**src/iprf_params.svh**
```systemverilog
// Register offsets, field positions and reset values of the interrupt regs.
`ifndef IPRF_PARAMS_SVH
`define IPRF_PARAMS_SVH

`define IPRF_OFF_CPU_STATUS 12'h000
`define IPRF_OFF_CORE_CONTROL 12'h004
`define IPRF_OFF_IRQ_CONTROL_ONE 12'h008
`define IPRF_OFF_IRQ_CONTROL_TWO 12'h00C
`define IPRF_OFF_IRQ_FLAGS_BANK0 12'h010
`define IPRF_OFF_EVT_STATUS 12'h014
`define IPRF_OFF_EVT_MASK 12'h018

`define IPRF_POS_PRIO_LOW 5
`define IPRF_POS_PRIO_HIGH 3
`define IPRF_POS_NESTING_OFF 15
`define IPRF_POS_DIV_ZERO 6
`define IPRF_POS_DMA_CTRL 5
`define IPRF_POS_MATH 4
`define IPRF_POS_ADDR 3
`define IPRF_POS_STACK 2
`define IPRF_POS_OSC_FAIL 1
`define IPRF_POS_ALT_TABLE 15
`define IPRF_POS_HOLD_ACTIVE 14
`define IPRF_POS_EDGE_POL 0

`define IPRF_RST_PRIO_LOW 3'h0
`define IPRF_RST_PRIO_HIGH 1'h0
`define IPRF_RST_FLAG 1'h0
`define IPRF_RST_EDGE_POL 5'h00
`define IPRF_RST_FLAGS_BANK0 15'h0000
`define IPRF_RST_EVT 3'h0
`define IPRF_MAX_LOW_PRIO 4'h7

`endif

```
**src/iprf_pkg.sv**
```systemverilog
// Types shared by the interrupt priority and flag register block.
package iprf_pkg;
    typedef logic [15:0] iprf_word_t;
    typedef logic [3:0] iprf_prio_t;
    // Index of each trap source in the trap event vector.
    typedef enum logic [2:0] {
        IPRF_TRAP_OSC = 3'h0,
        IPRF_TRAP_STACK = 3'h1,
        IPRF_TRAP_ADDR = 3'h2,
        IPRF_TRAP_MATH = 3'h3,
        IPRF_TRAP_DMA = 3'h4
    } iprf_trap_t;
endpackage

```
**src/iprf_top.sv**
```systemverilog
// Interrupt priority, trap status and request flag registers on APB.
`timescale 1ns/1ns
`include "iprf_params.svh"

module iprf_top
    import iprf_pkg::*;
(
    // Clock and reset.
    input wire logic pclk,
    input wire logic presetn,
    // APB slave.
    input wire logic psel,
    input wire logic penable,
    input wire logic pwrite,
    input wire logic [11:0] paddr,
    input wire logic [31:0] pwdata,
    output logic [31:0] prdata,
    output logic pready,
    output logic pslverr,
    // CPU core side.
    input wire logic core_prio_load,
    input wire logic [3:0] core_prio_value,
    input wire logic irq_hold_in,
    input wire logic [4:0] trap_event,
    input wire logic trap_div_zero,
    input wire logic pend_valid,
    input wire logic [2:0] pend_prio,
    output logic pend_accept,
    output logic [3:0] cpu_prio_eff,
    output logic nesting_off,
    output logic alt_table_select,
    output logic [4:0] ext_edge_pol,
    output logic [5:0] trap_flags,
    // Peripheral and external request sources.
    input wire logic [14:0] req_pulse,
    output logic [14:0] req_flags,
    // Interrupt line.
    output logic irq
);

    ////////////////////////////////////////////////////////////////////////
    // Bus decode.

    logic wr_en;
    logic rd_setup;
    logic hit_status;
    logic hit_core;
    logic hit_one;
    logic hit_two;
    logic hit_flags;
    logic hit_evt;
    logic hit_mask;
    logic hit_any;
    iprf_word_t wdata;

    assign wr_en = psel & penable & pwrite;
    assign rd_setup = psel & ~penable;
    assign wdata = pwdata[15:0];
    assign hit_status = paddr == `IPRF_OFF_CPU_STATUS;
    assign hit_core = paddr == `IPRF_OFF_CORE_CONTROL;
    assign hit_one = paddr == `IPRF_OFF_IRQ_CONTROL_ONE;
    assign hit_two = paddr == `IPRF_OFF_IRQ_CONTROL_TWO;
    assign hit_flags = paddr == `IPRF_OFF_IRQ_FLAGS_BANK0;
    assign hit_evt = paddr == `IPRF_OFF_EVT_STATUS;
    assign hit_mask = paddr == `IPRF_OFF_EVT_MASK;
    assign hit_any = hit_status | hit_core | hit_one | hit_two | hit_flags
        | hit_evt | hit_mask;
    // Every access completes in its first access cycle.
    assign pready = 1'b1;

    ////////////////////////////////////////////////////////////////////////
    // CPU priority.

    logic [2:0] prio_low_reg;
    logic prio_high_reg;
    logic nesting_off_reg;

    // The core's own load wins over a software write in the same cycle.
    always_ff @(posedge pclk or negedge presetn) begin
        if (!presetn) begin
            prio_low_reg <= `IPRF_RST_PRIO_LOW;
        end else if (core_prio_load) begin
            prio_low_reg <= core_prio_value[2:0];
        end else if (wr_en && hit_status && !nesting_off_reg) begin
            prio_low_reg <= wdata[`IPRF_POS_PRIO_LOW +: 3];
        end
    end

    // Software may only clear the high bit; only the core can raise it.
    always_ff @(posedge pclk or negedge presetn) begin
        if (!presetn) begin
            prio_high_reg <= `IPRF_RST_PRIO_HIGH;
        end else if (core_prio_load) begin
            prio_high_reg <= core_prio_value[3];
        end else if (wr_en && hit_core && !wdata[`IPRF_POS_PRIO_HIGH]) begin
            prio_high_reg <= 1'b0;
        end
    end

    assign cpu_prio_eff = {prio_high_reg, prio_low_reg};
    // Level 7 or any level with the high bit set is never exceeded.
    assign pend_accept = pend_valid
        && ({1'b0, pend_prio} > cpu_prio_eff);

    ////////////////////////////////////////////////////////////////////////
    // Control register one: nesting disable and trap flags.

    logic [5:0] trap_reg;
    logic [5:0] trap_set;
    logic [5:0] trap_wval;

    always_ff @(posedge pclk or negedge presetn) begin
        if (!presetn) begin
            nesting_off_reg <= `IPRF_RST_FLAG;
        end else if (wr_en && hit_one) begin
            nesting_off_reg <= wdata[`IPRF_POS_NESTING_OFF];
        end
    end

    // Bit order of trap_reg: osc, stack, addr, math, dma, div-zero.
    assign trap_set = {trap_event[IPRF_TRAP_MATH] & trap_div_zero,
                       trap_event[IPRF_TRAP_DMA],
                       trap_event[IPRF_TRAP_MATH],
                       trap_event[IPRF_TRAP_ADDR],
                       trap_event[IPRF_TRAP_STACK],
                       trap_event[IPRF_TRAP_OSC]};
    assign trap_wval = wdata[`IPRF_POS_DIV_ZERO:`IPRF_POS_OSC_FAIL];

    always_ff @(posedge pclk or negedge presetn) begin
        if (!presetn) begin
            trap_reg <= {6{`IPRF_RST_FLAG}};
        end else begin
            for (int i = 0; i < 6; i++) begin
                if (trap_set[i]) begin
                    trap_reg[i] <= 1'b1;
                end else if (i == 5 && trap_event[IPRF_TRAP_MATH]) begin
                    // A math trap not caused by division leaves it clear.
                    trap_reg[i] <= 1'b0;
                end else if (wr_en && hit_one) begin
                    trap_reg[i] <= trap_wval[i];
                end
            end
        end
    end

    assign nesting_off = nesting_off_reg;
    assign trap_flags = trap_reg;

    ////////////////////////////////////////////////////////////////////////
    // Control register two.

    logic alt_table_reg;
    logic [4:0] edge_pol_reg;

    always_ff @(posedge pclk or negedge presetn) begin
        if (!presetn) begin
            alt_table_reg <= `IPRF_RST_FLAG;
            edge_pol_reg <= `IPRF_RST_EDGE_POL;
        end else if (wr_en && hit_two) begin
            alt_table_reg <= wdata[`IPRF_POS_ALT_TABLE];
            edge_pol_reg <= wdata[`IPRF_POS_EDGE_POL +: 5];
        end
    end

    assign alt_table_select = alt_table_reg;
    assign ext_edge_pol = edge_pol_reg;

    ////////////////////////////////////////////////////////////////////////
    // Request flag bank: a source pulse wins over a software clear.

    logic [14:0] flags_reg;

    generate
        for (genvar g = 0; g < 15; g++) begin : gen_flag
            always_ff @(posedge pclk or negedge presetn) begin
                if (!presetn) begin
                    flags_reg[g] <= `IPRF_RST_FLAG;
                end else if (req_pulse[g]) begin
                    flags_reg[g] <= 1'b1;
                end else if (wr_en && hit_flags) begin
                    flags_reg[g] <= wdata[g];
                end
            end
        end
    endgenerate

    assign req_flags = flags_reg;

    ////////////////////////////////////////////////////////////////////////
    // Event status, mask and interrupt line.
    // Bit 0: any trap, bit 1: any request, bit 2: pending accepted.

    logic [2:0] evt_reg;
    logic [2:0] mask_reg;
    logic [2:0] evt_set;
    logic [2:0] evt_clr;
    logic [2:0] evt_next;
    logic [2:0] mask_next;

    assign evt_set = {pend_accept, |req_pulse, |trap_event};

    // A new event wins over a write-one-to-clear in the same cycle.
    always_comb begin
        evt_clr = 3'h0;
        if (wr_en && hit_evt) begin
            evt_clr = wdata[2:0];
        end
        evt_next = evt_set | (evt_reg & ~evt_clr);
    end

    always_comb begin
        mask_next = mask_reg;
        if (wr_en && hit_mask) begin
            mask_next = wdata[2:0];
        end
    end

    always_ff @(posedge pclk or negedge presetn) begin
        if (!presetn) begin
            evt_reg <= `IPRF_RST_EVT;
        end else begin
            evt_reg <= evt_next;
        end
    end

    always_ff @(posedge pclk or negedge presetn) begin
        if (!presetn) begin
            mask_reg <= `IPRF_RST_EVT;
        end else begin
            mask_reg <= mask_next;
        end
    end

    // Built from the next values so that the line follows the status and
    // mask registers exactly, with no extra cycle after a clear or unmask.
    always_ff @(posedge pclk or negedge presetn) begin
        if (!presetn) begin
            irq <= 1'b0;
        end else begin
            irq <= |(evt_next & mask_next);
        end
    end

    ////////////////////////////////////////////////////////////////////////
    // Read data, captured in the setup cycle.

    iprf_word_t rd_word;

    always_comb begin
        rd_word = 16'h0000;
        if (hit_status) begin
            rd_word[`IPRF_POS_PRIO_LOW +: 3] = prio_low_reg;
        end
        if (hit_core) begin
            rd_word[`IPRF_POS_PRIO_HIGH] = prio_high_reg;
        end
        if (hit_one) begin
            rd_word[`IPRF_POS_NESTING_OFF] = nesting_off_reg;
            rd_word[`IPRF_POS_DIV_ZERO:`IPRF_POS_OSC_FAIL] = trap_reg;
        end
        if (hit_two) begin
            rd_word[`IPRF_POS_ALT_TABLE] = alt_table_reg;
            rd_word[`IPRF_POS_HOLD_ACTIVE] = irq_hold_in;
            rd_word[`IPRF_POS_EDGE_POL +: 5] = edge_pol_reg;
        end
        if (hit_flags) begin
            rd_word[14:0] = flags_reg;
        end
        if (hit_evt) begin
            rd_word[2:0] = evt_reg;
        end
        if (hit_mask) begin
            rd_word[2:0] = mask_reg;
        end
    end

    always_ff @(posedge pclk or negedge presetn) begin
        if (!presetn) begin
            prdata <= 32'h0000_0000;
            pslverr <= 1'b0;
        end else if (rd_setup) begin
            prdata <= {16'h0000, rd_word};
            pslverr <= ~hit_any;
        end
    end

endmodule

```
**config.mk**
```make
export PLATFORM = sky130hd
export DESIGN_NAME = iprf_top
export DESIGN_NICKNAME = d
export VERILOG_FILES = /design/src/iprf_pkg.sv /design/src/iprf_top.sv
export VERILOG_INCLUDE_DIRS = /design/src
export SDC_FILE = /design/constraint.sdc
export NUM_CORES = 1
export LEC_CHECK = 0
export BUFFER_PORTS_ARGS = -buffer_cell sky130_fd_sc_hd__buf_2
export CAP_MARGIN = 20
export CELL_PAD_IN_SITES_DETAIL_PLACEMENT = 1
export CELL_PAD_IN_SITES_GLOBAL_PLACEMENT = 1
export CORE_MARGIN = 2
export CORE_UTILIZATION = 30
export DETAILED_ROUTE_END_ITERATION = 8
export PLACE_DENSITY_LB_ADDON = 0.1
export RECOVER_POWER = 100
export SLEW_MARGIN = 20
export SYNTH_ARGS = -nofsm -noshare
export SYNTH_HDL_FRONTEND = slang
export SYNTH_SLANG_ARGS = --single-unit
```
**constraint.sdc**
```tcl
create_clock -name pclk -period 1.35 [get_ports pclk]
set_input_delay 0.135 -clock pclk [delete_from_list [all_inputs] [get_ports pclk]]
set_output_delay 0.135 -clock pclk [all_outputs]
set_load 0.05 [all_outputs]
```
## Word-level counts from Yosys, hierarchy flattened

Cells that the tools add are included.

| storage, ports and cells | value |
|---|---|
| bits in registers | 56 |
| output and inout bits | 68 |
| logic and storage cells | 151 |

| operators by class | value |
|---|---|
| magnitude comparators | 1 |
| equality and inequality tests | 6 |
| muxes and demuxes | 58 |
| bitwise gates (word level) | 16 |
| reduce and logical (&&, ||, !) cells | 39 |

Operators by type and width:

| operator | count |
|---|---|
| two-way mux 1 bit | 47 |
| nonzero test 2 bit | 22 |
| equality test 12 x 5 -> 1 bit (second input constant) | 3 |
| equality test 12 x 4 -> 1 bit (second input constant) | 2 |
| two-way mux 3 bit | 7 |
| two-way mux 15 bit | 1 |
| OR reduction 15 bit | 1 |
| equality test 12 x 3 -> 1 bit (second input constant) | 1 |
| logical NOT 12 bit | 1 |
| logical AND 1 bit | 10 |
| bitwise AND 3 bit | 2 |
| two-way mux 6 bit | 1 |
| bitwise OR 1 bit | 6 |
| two-way mux 5 bit | 1 |
| OR reduction 5 bit | 1 |
| bitwise AND 1 bit | 4 |
| > comparator 3 x 4 -> 1 bit | 1 |
| inverter 3 bit | 1 |
| bitwise OR 3 bit | 1 |
| nonzero test 3 bit | 1 |
| OR reduction 3 bit | 1 |
| logical NOT 1 bit | 2 |
| two-way mux 2 bit | 1 |
| inverter 1 bit | 2 |

## Depth between registers and ports, before layout

Gate-level depths: netlist (run 1).

| depth | value |
|---|---|
| depth in word-level cells | 9 |
| gate-level depth with buffers | 7 |
| mapped depth without buffers | 7 |

## Least setup slack after synthesis (run 1)

Ideal clock, no wire load.

| timing | value |
|---|---|
| path kind | register to register |
| start | register prio_low_reg[1] |
| end | register irq |
| arrival time | 2.319 ns |
| required time | 1.258 ns |
| slack | -1.061 ns |
| cell stages (with the launch flop) | 8 |
| buffers on the path | 0 |
| cell sequence | dfrtp_1 > inv_1 > ha_1 > nor2b_1 > o21ai_0 > a21oi_1 > a211oi_2 > o221ai_1 |

| between the ends | value |
|---|---|
| word-level cells in the longest chain between the ends | 5 |

RTL lines:

| element | RTL line | text |
|---|---|---|
| start, declared | iprf_top.sv:74 | `logic [2:0] prio_low_reg;` |
| start signal, assigned | iprf_top.sv:81 | `` prio_low_reg <= `IPRF_RST_PRIO_LOW; `` |
| start signal, assigned | iprf_top.sv:83 | `prio_low_reg <= core_prio_value[2:0];` |
| start signal, assigned | iprf_top.sv:85 | `` prio_low_reg <= wdata[`IPRF_POS_PRIO_LOW +: 3]; `` |
| > comparator 3 x 4 -> 1 bit | iprf_top.sv:103 | `&& ({1'b0, pend_prio} > cpu_prio_eff);` |
| logical AND 1 bit | iprf_top.sv:103 |  |
| net pend_accept | iprf_top.sv:28 | `output logic pend_accept,` |
| bitwise OR 3 bit | iprf_top.sv:208 | `evt_next = evt_set \| (evt_reg & ~evt_clr);` |
| bitwise AND 3 bit | iprf_top.sv:240 | `irq <= \|(evt_next & mask_next);` |
| OR reduction 3 bit | iprf_top.sv:240 |  |
| end signal, assigned | iprf_top.sv:240 |  |
| end, declared | iprf_top.sv:38 | `output logic irq` |

The timed path passes the listed nets, and every way through them passes these cells.
A chain may end at the register's enable or synchronous reset.

## Worst setup path after layout (run 1)

| timing | value |
|---|---|
| start | register prio_low_reg[1] |
| end | output pend_accept |

| between the ends | value |
|---|---|
| word-level cells in the longest chain between the ends | 2 |

RTL lines:

| element | RTL line |
|---|---|
| > comparator 3 x 4 -> 1 bit | iprf_top.sv:103 |
| logical AND 1 bit | iprf_top.sv:103 |
| end, declared | iprf_top.sv:28 |

No other way between the ends.

==> out/qor.yml, run 1 <==
run_status:
  status: "finished with violations"
  violations: "setup timing"
grt:
  groute.usage.overall: 0.1924
  antenna_found_initial: 0
  grt_pass1_vias: 2821
  grt_pass1_wl_mm: 15.32
  gr-total-overflow: 0
  grt_max_degree: 28
clocking:
  cts_buffers: 5
  root_buffer: "clkbuf_8"
  clockBufferDepth: 2
  clk_pin_slew_worst_paths_ns: 0.11
  clock_sinks: 56
  cts.htree.levels: 2
  worstSkewPairLatency_ns: 0.32
  cts_tree: "built"
worst_setup_path:
  worstPathCellList: "inv_2, ha_4, nor2b_4, o21ai_2, a21oi_4, buf_6"
  worst-setup-path-type: "register to output port"
  cp.arrival_ns: 1.55
  cp.required_ns: 1.22
  worst-path-max-fanout: 2
  crit_path_start: "prio_low_reg[1]$_DFFE_PN0P_"
  slowest_stage: "dfrtp_2"
  crit_path_end_kind: "output port"
  r2r_start: "prio_low_reg[1]$_DFFE_PN0P_"
  startpoint_type: "register"
  max_stage_delay_ns: 0.43
die:
  die_area_sq_um: 10630
  dieWidth_um: 103.1
  die_h_um: 103.1
  core-area_sq_um: 9639
  ios: 148
  rows: 36
  initial_utilization: 0.3056
placed_design:
  dpl.hpwl_mm: 7.832
  placed_area_sq_um: 4075
  place_inst: 569
  io_buffers: 114
  routabilityCongestion: 0.7809
cells_and_area:
  largest_reg_flops: 16
  drive_above_1_share: 0.5370
  layout.nets: 542
  antenna_cells: 0
  area_delta_synth_final_pct: 52.85
  postLayoutCellArea_sq_um: 4502
  regMostFlops: "prdata"
  instances_no_fill: 593
drt:
  drt-initial-drc-count: 74
  antenna_left: 0
  via_count: 2811
  first_pass_iters: 4
  drc: 0
  wl_mm: 10.22
  vias_per_cell: 4.740
  wire_per_inst_um: 17.23
power:
  p_leak_uw: 0.002077
  power.density_nw_per_um2: 759.6
  peakVddDrop_mv: 0.4213
sta:
  report.final.slew_viol_count: 0
  worst_pin_slew_ns: 0.6201
  fin_setup_tns_ns: -3.256
  whs_ns: 0.008989
  max_slew_margin: 0.5866
  fmaxAchievable_ghz: 0.5928
  fin_crit_ns: 1.687
  hold_violations: 0
  setup_ws_ns: -0.3370
  clock_skew_ns: 0.008161
  setup_viol: 28
  rsz0062_at_grt: "true"
  fin_crit_sh: 1.250
synth:
  ys_seq_elements: 56
  async_flop_share: 1.000
  synthFlopType: "dfrtp_1"
  avgSynthCellArea_sq_um: 10.30
  synth_top_area_cell: "dfrtp_1"
  ys_types: 44
  yosys.area.top_type_share: 0.4758
  yosys_warnings: 0
  ys_seq_area_frac: 0.4758
  synth.top_cells.by_area: "dfrtp_1 48%, mux2_2 6.9%, a211o_1 5.9%"
  synth_common_cells: "56 x dfrtp_1, 32 x nand2_1, 23 x nor2b_1"
  synth_edf_count: 0
  syn-instance-count: 286
  mappedNetlistArea_sq_um: 2945
  yosysMostFrequentCell: "dfrtp_1"
min_path:
  min_from: "pwdata[9]"
  hp-class: "input pin to register"
run:
  cap_viol_max_count: 0
[cells by family after synthesis]
logic type | after synthesis | share of synthesized area
AND/OR/NAND/NOR | 96 | 0.1780
AO/OA/AOI/OAI | 64 | 0.1610
flip-flops | 56 | 0.4758
buffers and inverters | 41 | 0.08071
multiplexers | 24 | 0.08921
adder cells (fa/ha/maj) | 3 | 0.01275
other | 2 | 0.002550
[area by class of cell]
type                            count  area, sq um
Fill cell                        1156         5137
Multi-Input combinational cell    204         1584
Sequential cell                    56         1411
Timing Repair Buffer              183         1210
Tap cell                          133        166.4
Clock buffer                        5        68.82
Inverter                            9        33.78
Clock inverter                      3        27.53
[metal layers]
layer / track usage / vias up / part of all wire
met4: 0.03644 / 0 / 0.0088
met1: 0.2749 / 1375 / 0.46
li1: - / 1340 / -
met2: 0.3102 / 89 / 0.48
met5: 0 / - / 0
met3: 0.03186 / 7 / 0.050
[worst max-delay path: cells and delay by family (launching register included)]
family / cells / cell delay (ns)
flip-flops: 1 / 0.43
AO/OA/AOI/OAI: 2 / 0.26
buffers and inverters: 2 / 0.22
adder cells (fa/ha/maj): 1 / 0.20
AND/OR/NAND/NOR: 1 / 0.12
[placed cells by master, fill, tap and decap left out, drive strengths merged, types with 2 or more instances in the layout]
cell,synthesis,final
a211o,20,20
a22o,3,3
a22oi,3,3
a31oi,3,3
a32oi,4,4
buf,25,127
clkbuf,7,60
conb,2,17
dfrtp,56,56
ha,3,3
inv,9,10
mux2,18,18
mux2i,6,6
nand2,32,32
nand2b,4,4
nand3,3,3
nor2,9,9
nor2b,23,23
nor3,6,6
nor4,6,6
o21ai,18,18
o31ai,4,4
o41ai,2,2
or2,3,3
or3,2,2
[what timing repair did]
item | in CTS | in global routing
hold buffers | 1 | 0
buffers inserted | 8 | 4
pin swaps | 11 | 9
setup endpoints to repair | 35 | 44
cloned | 2 | 2
gates resized for setup | 20 | 29
endpoints found under the hold margin | 23 | 0
[metrics by stage]
| stage | utilization | total power [uW] | worst slack [ns] |
|---|---|---|---|
| 2_1_floorplan | - | 2135 | -0.4206 |
| 3_3_place_gp | 0.4228 | 2407 | -0.4597 |
| 3_5_place_dp | 0.4228 | 2416 | -0.5096 |
| 4_1_cts | 0.4542 | 3460 | -0.3514 |
| 5_1_grt | 0.4670 | 3572 | -0.4159 |
| 6_report | 0.4670 | 3419 | -0.3370 |
[power by group]
group	leakage [uW]	internal [uW]	switching, uW
Combinational	0.00139	263	444
Clock	0.0000463	383	613
Sequential	0.000641	1700	19.4
Total	0.00208	2340	1080
[path summary, 6_finish.rpt]
| path | end | slack, ns | cells after the start |
|---|---|---|---|
| worst min-delay path | req_flags[9]$_DFFE_PN0P_ | 0.009 | 2 |
| max in group asynchronous | prdata[14]$_DFFE_PN0P_ | 0.19 | 3 |
| worst min register to register | prdata[13]$_DFFE_PN0P_ | 0.49 | 2 |
| worst max-delay path | pend_accept | -0.34 | 6 |
| min in group asynchronous | trap_flags[0]$_DFFE_PN0P_ | 0.35 | 2 |
| worst max register to register | irq$_DFF_PN0_ | -0.31 | 8 |
No activity file was read; power rests on OpenSTA's default activity.
==> run 2, diff against run 1 <==
--- a/config.mk
+++ b/config.mk
@@ -13,7 +13,7 @@
 export CORE_MARGIN = 2
 export CORE_UTILIZATION = 30
 export DETAILED_ROUTE_END_ITERATION = 8
-export PLACE_DENSITY_LB_ADDON = 0.1
+export PLACE_DENSITY = 0.78
 export RECOVER_POWER = 100
 export SLEW_MARGIN = 20
 export SYNTH_ARGS = -nofsm -noshare
==> out/qor.yml, run 2 (synthesized netlist as in run 1, its figures left out) <==
grt:
  gr-total-overflow: 0  # unchanged
  grt_max_degree: 57  # +100%
  grt_pass1_vias: 2773  # -1.7%
  antenna_found_initial: 0  # unchanged
  groute.usage.overall: 0.1935  # +0.001128
  grt_pass1_wl_mm: 15.46  # +0.94%
cells_and_area:
  drive_above_1_share: 0.5457  # +0.008696
  register_area_sq_um: 1410  # about the same
  instances_no_fill: 593  # unchanged
  final_util: 0.4717  # +0.004673
  largest_reg_flops: 16  # unchanged
  final_common_cell: "buf_2"
  filler_cell_count: 1124  # -2.8%
  final_cell_mix: "61 x buf_2, 50 x clkbuf_2, 49 x dfrtp_1"
  layout.nets: 542  # unchanged
  antenna_cells: 0  # unchanged
  regMostFlops: "prdata"
  multi_input_area_sq_um: 1598  # +0.87%
  area_delta_synth_final_pct: 54.38
clocking:
  clk_pin_slew_worst_paths_ns: 0.11  # about the same
  clock_sinks: 56  # unchanged
  clockBufferDepth: 2  # unchanged
  cts_buffers: 5  # unchanged
  worstSkewPairLatency_ns: 0.32  # about the same
  cts_tree: "built"
  cts.htree.levels: 2  # unchanged
  root_buffer: "clkbuf_8"
min_path:
  min_from: "trap_event[2]"
  hp-class: "input pin to register"
sta:
  fin_setup_tns_ns: -9.161  # -5.905 ns
  fin_crit_sh: 1.324  # +0.07396
  max_slew_margin: 0.4674  # -0.1191
  report.final.slew_viol_count: 0  # unchanged
  hold_violations: 0  # unchanged
  setup_viol: 49  # +75%
  fmaxAchievable_ghz: 0.5596  # -5.6%
  fin_crit_ns: 1.787  # +0.09985 ns
  worst_pin_slew_ns: 0.7988  # +0.1787 ns
  setup_ws_ns: -0.4368  # -0.09985 ns
  clock_skew_ns: 0.005664  # -0.002498 ns
  rsz0062_at_grt: "true"
placed_design:
  pre_cts_ws_ns: -0.5346  # -0.02495 ns
  dpl.hpwl_mm: 7.920  # +1.1%
  routabilityCongestion: 0.9101  # +17%
  place_inst: 564  # -0.88%
  io_buffers: 114  # unchanged
drt:
  drt-initial-drc-count: 119  # +61%
  first_pass_iters: 4  # unchanged
  wire_per_inst_um: 18.17  # +5.4%
  vias_per_cell: 4.769  # +0.60%
  via_count: 2828  # +0.60%
  wl_mm: 10.78  # +5.4%
  drc: 0  # unchanged
  antenna_left: 0  # unchanged
die:
  rows: 36  # unchanged
  die_h_um: 103.1  # unchanged
  dieWidth_um: 103.1  # unchanged
  die_area_sq_um: 10630  # unchanged
  core-area_sq_um: 9639  # unchanged
  initial_utilization: 0.3056  # unchanged
  ios: 148  # unchanged
worst_setup_path:
  worst-path-max-fanout: 2  # unchanged
  crit_path_end_kind: "output port"
  startpoint_type: "register"
  cp.arrival_ns: 1.65  # +0.10 ns
  cp.required_ns: 1.22  # about the same
  slowest_stage: "dfrtp_2"
  worstPathCellList: "inv_2, ha_4, nor2b_4, o21ai_2, a21oi_4, buf_6"
  worst-setup-path-type: "register to output port"
  r2r_start: "prio_low_reg[1]$_DFFE_PN0P_"
  max_stage_delay_ns: 0.39  # -0.04 ns
  crit_path_start: "prio_low_reg[1]$_DFFE_PN0P_"
power:
  power.density_nw_per_um2: 761.6  # +0.28%
  peakVddDrop_mv: 0.3789  # -10%
  p_leak_uw: 0.002099  # +1.1%
run_status:
  status: "finished with violations"
  violations: "setup timing"
run:
  cap_viol_max_count: 0  # unchanged
[run 2: path summary, 6_finish.rpt]
path | end | cells past startpoint | slack (ns)
worst max-delay path | pend_accept | 6 | -0.44
worst min-delay path | trap_flags[2]$_DFFE_PN0P_ | 2 | 0.009
worst max register to register | irq$_DFF_PN0_ | 8 | -0.34
worst min register to register | prdata[11]$_DFFE_PN0P_ | 2 | 0.49
max in group asynchronous | req_flags[0]$_DFFE_PN0P_ | 3 | 0.27
min in group asynchronous | evt_reg[2]$_DFF_PN0_ | 3 | 0.53
[run 2: metal layers]
layer  wire, um  global-route usage
met3        464             0.02576
met1       4895              0.2667
met2       5234              0.3167
met4        181             0.06073
met5          0                   0
[run 2: cell type report]
class,instances,share of cell area
tap,133,0.03660
timing repair buffer,183,0.2733
clock buffer,5,0.01513
multi-input combinational,204,0.3514
clock inverter,3,0.006054
sequential,56,0.3101
inverter,9,0.007430
[run 2: through the flow]
step / total power [uW] / cell area (sq um) / hold slack [ns]
detailed placement: 2418 / 4050 / 0.1648
CTS: 3474 / 4355 / 0.003886
finish: 3463 / 4547 / 0.009357
floorplan: 2135 / 3156 / -0.1606
global route: 3604 / 4547 / 0.01307
global placement: 2401 / 4050 / 0.1568
[run 2: worst max-delay path: cells and delay by family, from the launching register on]
kind | cells | cell delay (ns)
fa+ha+maj | 1 | 0.26
flops | 1 | 0.39
simple gates | 1 | 0.15
compound gates | 2 | 0.28
buf+inv | 2 | 0.24
[run 2: power breakdown]
part           internal [uW]  total (uW)  switching, uW
clock                    383        1000            621
sequential              1700        1710           15.6
combinational            281         746            465
[run 2: repair_timing]
| item | 4_1_cts | 5_1_grt |
|---|---|---|
| resized for setup | 24 | 41 |
| gates cloned | 1 | 3 |
| hold buffers | 1 | 1 |
| setup buffers | 7 | 9 |
| hold endpoints to repair | 56 | 1 |
| pin swaps | 9 | 15 |
| setup endpoints to repair | 41 | 49 |
